### config.mk
export PLATFORM = sky130hd
export DESIGN_NAME = ecst_tracker
export DESIGN_NICKNAME = d
export VERILOG_FILES = /design/src/hw/ecst_unit_fsm.v /design/src/hw/ecst_tracker.v
export VERILOG_INCLUDE_DIRS = /design/src /design/src/hw
export SDC_FILE = /design/constraint.sdc
export NUM_CORES = 1
export LEC_CHECK = 0
export BUFFER_PORTS_ARGS = -buffer_cell sky130_fd_sc_hd__buf_2
export CELL_PAD_IN_SITES_DETAIL_PLACEMENT = 1
export CELL_PAD_IN_SITES_GLOBAL_PLACEMENT = 2
export CORE_ASPECT_RATIO = 0.8
export CORE_MARGIN = 2
export CORE_UTILIZATION = 28
export CTS_BUF_LIST = sky130_fd_sc_hd__clkbuf_8
export DETAILED_ROUTE_END_ITERATION = 10
export PLACE_DENSITY_LB_ADDON = 0.3
export SYNTH_ARGS = -nofsm -noshare
export SYNTH_HDL_FRONTEND = slang
export SYNTH_SLANG_ARGS = --single-unit
### constraint.sdc
create_clock -name mclk -period 4.1 [get_ports mclk]
set_input_delay 0.82 -clock mclk [delete_from_list [all_inputs] [get_ports mclk]]
set_output_delay 0.82 -clock mclk [all_outputs]
set_load 0.02 [all_outputs]
### src/hw/ecst_defs.vh
// constants for the extension context status tracker
`ifndef ECST_DEFS_VH
`define ECST_DEFS_VH
// ==========================================================
// status encoding
`define ECST_ST_OFF      2'h0
`define ECST_ST_INITIAL  2'h1
`define ECST_ST_CLEAN    2'h2
`define ECST_ST_DIRTY    2'h3
// ==========================================================
// instruction action codes on the retire port
`define ECST_ACT_NONE    3'h0
`define ECST_ACT_READ    3'h1
`define ECST_ACT_MODIFY  3'h2
`define ECST_ACT_UNCFG   3'h3
`define ECST_ACT_DISABLE 3'h4
`define ECST_ACT_ENABLE  3'h5
// ==========================================================
// register offsets
`define ECST_REG_STATUS  4'h0
`define ECST_REG_FPU     4'h1
`define ECST_REG_EXT0    4'h2
`define ECST_REG_EXT1    4'h3
`define ECST_REG_EXT2    4'h4
`define ECST_REG_EXT3    4'h5
`define ECST_REG_CFG     4'h6
// ==========================================================
// field positions in the summary status word
`define ECST_FS_LO       0
`define ECST_XS_LO       2
`define ECST_SD_BIT      7
// ==========================================================
// reset values and extension count
`define ECST_FPU_RST     2'h0
`define ECST_EXT_RST     2'h0
`define ECST_CFG_RST     2'h0
`define ECST_NUM_EXT     4
`endif

### src/hw/ecst_unit_fsm.v
// next-status logic for one tracked unit
`timescale 1ns/10ps
module ecst_unit_fsm (
  input  wire       fp_unit,
  input  wire [1:0] cur_st,
  input  wire [2:0] act,
  output reg  [1:0] nxt_st,
  output reg        fault
);
`include "ecst_defs.vh"
  // ========================================================
  // transition table for one retiring instruction
  always @* begin
    nxt_st = cur_st;
    fault  = 1'b0;
    case (act)
      `ECST_ACT_READ: begin
        if (cur_st == `ECST_ST_OFF) fault = 1'b1;
      end
      `ECST_ACT_MODIFY: begin
        if (cur_st == `ECST_ST_OFF) fault = 1'b1;
        else nxt_st = `ECST_ST_DIRTY;
      end
      `ECST_ACT_UNCFG: begin
        if (fp_unit || cur_st == `ECST_ST_OFF) fault = 1'b1;
        else nxt_st = `ECST_ST_INITIAL;
      end
      `ECST_ACT_DISABLE: begin
        if (fp_unit) fault = 1'b1;
        else nxt_st = `ECST_ST_OFF;
      end
      `ECST_ACT_ENABLE: begin
        if (fp_unit) fault = 1'b1;
        else nxt_st = `ECST_ST_INITIAL;
      end
      default: begin
        nxt_st = cur_st;
      end
    endcase
  end
endmodule

### src/hw/ecst_tracker.v
// extension context status tracker: fpu and extension status
//
// The plain strobed port and the placing of the registers were decided locally.
`timescale 1ns/10ps
module ecst_tracker (
  input  wire        mclk,
  input  wire        sys_rst,
  input  wire        has_fpu,
  input  wire        has_smode,
  input  wire        ret_valid,
  input  wire [2:0]  ret_unit,
  input  wire [2:0]  ret_act,
  input  wire [3:0]  reg_addr,
  input  wire [31:0] reg_wdata,
  input  wire        reg_wr,
  input  wire        reg_rd,
  output reg  [31:0] reg_rdata,
  output reg         ret_fault,
  output reg         unit_init_req,
  output reg  [2:0]  unit_init_sel,
  output reg  [1:0]  fpu_context_status,
  output reg  [1:0]  extension_summary_status,
  output reg         dirty_summary_bit
);
`include "ecst_defs.vh"
  // ========================================================
  // straps pass two flops (pins from outside the domain)
  reg [1:0] fpu_sync_q;
  reg [1:0] smode_sync_q;
  always @(posedge mclk) begin
    if (sys_rst) begin
      fpu_sync_q   <= 2'h0;
      smode_sync_q <= 2'h0;
    end else begin
      fpu_sync_q   <= {fpu_sync_q[0], has_fpu};
      smode_sync_q <= {smode_sync_q[0], has_smode};
    end
  end
  // fpu status is forced to zero without fpu and without s-mode
  wire fs_live = fpu_sync_q[1] | smode_sync_q[1];

  // ========================================================
  // single shared status copies
  reg  [1:0] fs_q;
  reg  [1:0] xs_q [0:`ECST_NUM_EXT-1];
  reg  [3:0] ext_en_q;  // per-extension presence, all off at reset
  reg  [1:0] fs_d;
  reg  [1:0] xs_d [0:`ECST_NUM_EXT-1];

  // ========================================================
  // retire-side next state for the addressed unit
  wire       sel_fp = (ret_unit == 3'h0);
  wire [1:0] idx    = ret_unit[1:0] - 2'h1;
  wire       ext_ok = (ret_unit >= 3'h1) && (ret_unit <= 3'h4);
  wire [1:0] unit_cur;
  assign unit_cur = sel_fp ? (fs_live ? fs_q : `ECST_ST_OFF)
                  : (ext_ok && ext_en_q[idx]) ? xs_q[idx]
                  : `ECST_ST_OFF;
  wire [1:0] unit_nxt;
  wire       unit_fault;
  ecst_unit_fsm u_fsm (
    .fp_unit (sel_fp),
    .cur_st  (unit_cur),
    .act     (ret_act),
    .nxt_st  (unit_nxt),
    .fault   (unit_fault)
  );
  // a missing unit can only fault
  wire absent  = sel_fp ? ~fs_live : ~(ext_ok && ext_en_q[idx]);
  wire act_any = ret_valid && (ret_act != `ECST_ACT_NONE);
  wire do_upd  = act_any && !unit_fault && !absent;
  wire do_flt  = act_any && (unit_fault || absent);

  // ========================================================
  // register write decode
  wire wr_fs  = reg_wr && (reg_addr == `ECST_REG_FPU);
  wire wr_cfg = reg_wr && (reg_addr == `ECST_REG_CFG);

  // ========================================================
  // next fpu status: privileged write wins over retire update
  always @* begin
    fs_d = fs_q;
    if (!fs_live) begin
      fs_d = `ECST_ST_OFF;
    end else if (wr_fs) begin
      fs_d = reg_wdata[1:0];
    end else if (do_upd && sel_fp) begin
      fs_d = unit_nxt;
    end
  end

  // ========================================================
  // per-extension status registers and updates
  genvar g;
  generate
    for (g = 0; g < `ECST_NUM_EXT; g = g + 1) begin : g_ext
      wire wr_x = reg_wr && (reg_addr == (`ECST_REG_EXT0 + g));
      always @* begin
        xs_d[g] = xs_q[g];
        if (!ext_en_q[g]) begin
          xs_d[g] = `ECST_ST_OFF;
        end else if (wr_x) begin
          xs_d[g] = reg_wdata[1:0];
        end else if (do_upd && !sel_fp && idx == g) begin
          xs_d[g] = unit_nxt;
        end
      end
      always @(posedge mclk) begin
        if (sys_rst) begin
          xs_q[g] <= `ECST_EXT_RST;
        end else begin
          xs_q[g] <= xs_d[g];
        end
      end
    end
  endgenerate

  // ========================================================
  // summary: maximum across extensions
  reg [1:0] xs_max;
  integer   k;
  always @* begin
    xs_max = `ECST_ST_OFF;
    for (k = 0; k < `ECST_NUM_EXT; k = k + 1) begin
      if (xs_q[k] > xs_max) xs_max = xs_q[k];
    end
  end
  wire [1:0] fs_vis = fs_live ? fs_q : `ECST_ST_OFF;
  wire sd_now = (fs_vis == `ECST_ST_DIRTY) ||
                (xs_max == `ECST_ST_DIRTY);

  // ========================================================
  // state flops, fault and init request outputs
  always @(posedge mclk) begin
    if (sys_rst) begin
      fs_q          <= `ECST_FPU_RST;
      ext_en_q      <= 4'h0;
      ret_fault     <= 1'b0;
      unit_init_req <= 1'b0;
      unit_init_sel <= 3'h0;
    end else begin
      fs_q          <= fs_d;
      if (wr_cfg) ext_en_q <= reg_wdata[3:0];
      ret_fault     <= do_flt;
      // enable must leave the unit state at its constant value
      unit_init_req <= do_upd && (ret_act == `ECST_ACT_ENABLE);
      unit_init_sel <= ret_unit;
    end
  end

  // ========================================================
  // registered status outputs
  always @(posedge mclk) begin
    if (sys_rst) begin
      fpu_context_status       <= `ECST_ST_OFF;
      extension_summary_status <= `ECST_ST_OFF;
      dirty_summary_bit        <= 1'b0;
    end else begin
      fpu_context_status       <= fs_vis;
      extension_summary_status <= xs_max;
      dirty_summary_bit        <= sd_now;
    end
  end

  // ========================================================
  // register read port, data one cycle after the strobe
  always @(posedge mclk) begin
    if (sys_rst) begin
      reg_rdata <= 32'h0000_0000;
    end else if (reg_rd) begin
      if (reg_addr == `ECST_REG_STATUS) begin
        reg_rdata <= {24'h00_0000, sd_now, 3'h0, xs_max, fs_vis};
      end else if (reg_addr == `ECST_REG_FPU) begin
        reg_rdata <= {30'h0000_0000, fs_vis};
      end else if (reg_addr >= `ECST_REG_EXT0 &&
                   reg_addr <= `ECST_REG_EXT3) begin
        reg_rdata <= {30'h0000_0000, xs_q[reg_addr[1:0] - 2'h2]};
      end else if (reg_addr == `ECST_REG_CFG) begin
        reg_rdata <= {28'h000_0000, ext_en_q};
      end else begin
        reg_rdata <= 32'h0000_0000;  // unmapped reads zero
      end
    end else begin
      reg_rdata <= 32'h0000_0000;
    end
  end
endmodule

==> results.ini <==
[floorplanning]
die_w_um = 105
die_area_um2 = 8860
start_util = 0.287
rows = 29
coreArea_um2 = 7910
fp.dieH_um = 84.6
num_io_pins = 91

[timing]
hold_viol_final = 0
slew_headroom = 0.414
slew_viol_final = 0
post-route-period-util = 0.853
period_needed_ns = 3.50
max_freq_ghz = 0.286
setup_violations = 0
fin_worst_skew_ns = 0.00445
setup_slack_ns = 0.604
worstMarginPinSlew_ns = 0.877
rsz0062_at_grt = no
fin_setup_tns_ns = 0

[logic_synthesis]
avgSynthCellArea_um2 = 8.45
synth_seq_cells = 33
yosysWarningCount = 0
synth_edf_count = 0
ys_types = 48
ys_async_sr_fraction = 0
ys_seq_area_frac = 0.291
ys.flop_type = dfxtp_1
syn_inst = 269
syn_area_um2 = 2270

[grt]
grtUsageTotal = 0.135
grt_pass1_vias = 1880
grt_max_degree = 24
antenna_found_initial = 0
grt_pass1_wl_um = 9510
overflow = 0

[route]
via_count = 1863
first_pass_iters = 4
viasPerCell = 4.52
wirelength_um = 5670
drtAntennaViolNets = 0
drt_iter0_drc = 35
wire_per_inst_um = 13.8
post-route-drc-count = 0

[pwr]
power_frac_comb = 0.143
internal-power_mw = 0.468
p_leak_nw = 1.10
swShare = 0.296
p_per_area_nw_per_um2 = 262
power_mw = 0.664
pwr-share-seq = 0.492
ir_drop_mv = 0.0833
switching_power_mw = 0.196
p_clk_frac = 0.365

[critical_path]
end_kind = register
criticalPathCategory = reg -> reg
required_ns = 4.25
start_kind = register
cpMaxStageDelayCell = o31ai_1
arrival_ns = 3.65
worstReg2RegStart = xs_q[1][0]
max_stage_delay_ns = 0.50
crit_path_start = xs_q[1][0]
cp_max_fo = 5
crit_family = compound AO/OA/AOI/OAI gates
crit_buf_inv = 3
cp_cell_sequence = inv_1, ha_1, inv_1, o22ai_1, mux2_2, ha_1, inv_1, o22ai_1, o21a_1, or2_2, ha_1, a21oi_1, o31ai_1, or2_2, a21oi_1

[clocking]
cts_resized = 0
cts-buffers-inserted = 5
cts_buffer_depth = 2
clock-sinks = 33
path_clk_slew_ns = 0.07
clkLatencyLatePin_ns = 0.28
h-tree-depth = 2
cts_tree = done
cts_root_buf = clkbuf_8
cts_setup_buffers = 0
holdBufCountCts = 0

[final_layout]
fin_cells = 412
drive_above_1_share = 0.214
final_area_um2 = 2540
n_antenna_cell = 0
fin_nets = 367
areaGrowthSynthToFinish_pct = 11.7

[status]
status = finished, final reports clean

[hold_path]
hp-class = reg -> reg
worstHoldStart = smode_sync_q[0]

[run]
drv_cap = 0

[placement]
dp_hpwl_um = 4610
dp_cells = 404
post-place-ws_ns = 0.578
io_buffers = 35
dpl-instance-area_um2 = 2450
gp_congestion = 0.771

-- worst register-to-register path, cell delays in order, from the launching register on --
cell	delay [ns]
dfxtp_1	0.41
inv_1	0.06
ha_1	0.27
inv_1	0.04
o22ai_1	0.16
mux2_2	0.37
ha_1	0.29
inv_1	0.07
o22ai_1	0.07
o21a_1	0.19
or2_2	0.29
ha_1	0.27
a21oi_1	0.07
o31ai_1	0.50
or2_2	0.23
a21oi_1	0.06
-- placed cells by master (no fill, tap or decap), types with 2 or more instances in the layout --
cell,n
a211o_1,2
a211oi_1,3
a21oi_1,16
a21oi_2,2
and2_1,2
buf_2,35
clkbuf_8,5
clkinv_2,2
conb_1,27
dfxtp_1,33
ha_1,15
inv_1,18
mux2i_1,17
mux4_1,2
nand2_1,11
nand2_2,4
nand2b_1,2
nand3_1,8
nand4_1,3
nor2_1,29
nor2b_1,11
nor3_1,5
nor3_2,2
nor3b_1,2
o21a_1,2
o21ai_0,15
o21ai_2,2
o22ai_1,2
o31ai_1,3
or2_2,3
or3_1,3
-- cell type report --
type,count,area [um^2]
clock buffer,5,68.8
clock inverter,3,17.5
fill,1004,5370
inverter,19,71.3
multi-input combinational,209,1410
sequential,33,661
tap,108,135
timing repair buffer,35,175
-- synthesized netlist by cell type, types with 2 or more instances --
master    number  area (um^2)
nand2b_1       2         12.5
a211oi_1       3         22.5
nor3_2         2         20.0
o22ai_1        2         12.5
nor3b_1        2         15.0
inv_1         18         67.6
a21oi_2        2         17.5
nor2b_1       11         68.8
clkbuf_1       3         11.3
ha_1          15          188
o21a_1         2         15.0
o21ai_2        2         17.5
nor2_1        29          109
or2_2          3         18.8
dfxtp_1       33          661
nand3_1        8         40.0
buf_1          4         15.0
o21ai_0       15         75.1
or3_1          3         18.8
mux2i_1       17          170
and2_1         2         12.5
buf_4         27          203
a211o_1        2         17.5
nand2_1       11         41.3
nand4_1        3         18.8
nand2_2        4         25.0
a21oi_1       16         80.1
mux4_1         2         52.6
nor3_1         5         25.0
o31ai_1        3         22.5
-- power groups by stage --
stage	clock, mW	combinational (mW)	sequential [mW]
global placement	0	0.0948	0.334
CTS	0.254	0.0960	0.327
global route	0.266	0.105	0.327
finish	0.242	0.0952	0.327
detailed placement	0	0.0956	0.334
floorplan	0	0.0845	0.337
-- state kept, by name, indices dropped and copies added (netlist names) --
signal and flops:
smode_sync_q 2, fs_q 2, fpu_context_status 2, unit_init_req 1, reg_rdata 5, extension_summary_status 2, ext_en_q 4, dirty_summary_bit 1
xs_q 8, ret_fault 1, fpu_sync_q 2, unit_init_sel 3
-- per-layer routing --
layer | part of all wire | vias up | track usage
li1 | - | 940 | -
met1 | 0.52 | 886 | 0.190
met2 | 0.43 | 33 | 0.216
met3 | 0.034 | 4 | 0.0225
met4 | 0.0092 | 0 | 0.0327
met5 | 0 | - | 0
-- final timing paths --
kind / endpoint / slack [ns] / cells past startpoint
hold reg to reg: smode_sync_q[1] / 0.44 / 1
setup reg to reg: dirty_summary_bit / 0.60 / 15
setup / recovery: dirty_summary_bit / 0.60 / 15
hold / removal: smode_sync_q[1] / 0.44 / 1
-- cell families (layout without fill, tap and decap cells) --
group                      count (synthesis)  in the layout  synth area share
xor gates and xnor gates                   1              1           0.00386
and+or+nand+nor                           93             93             0.219
muxes                                     21             21             0.113
DFF                                       33             33             0.291
AOI/OAI and AO/OA                         52             52             0.157
adders and majority gates                 15             15            0.0826
buffers and inverters                     53             62             0.132
other                                      1             27           0.00165
-- through the flow --
stage           util  hold slack [ns]
2_1_floorplan      -            0.414
3_3_place_gp   0.310            0.426
3_5_place_dp   0.310            0.429
4_1_cts        0.321            0.454
5_1_grt        0.321            0.465
6_report       0.321            0.443
Note: power is estimated with default switching activity, not from simulation.
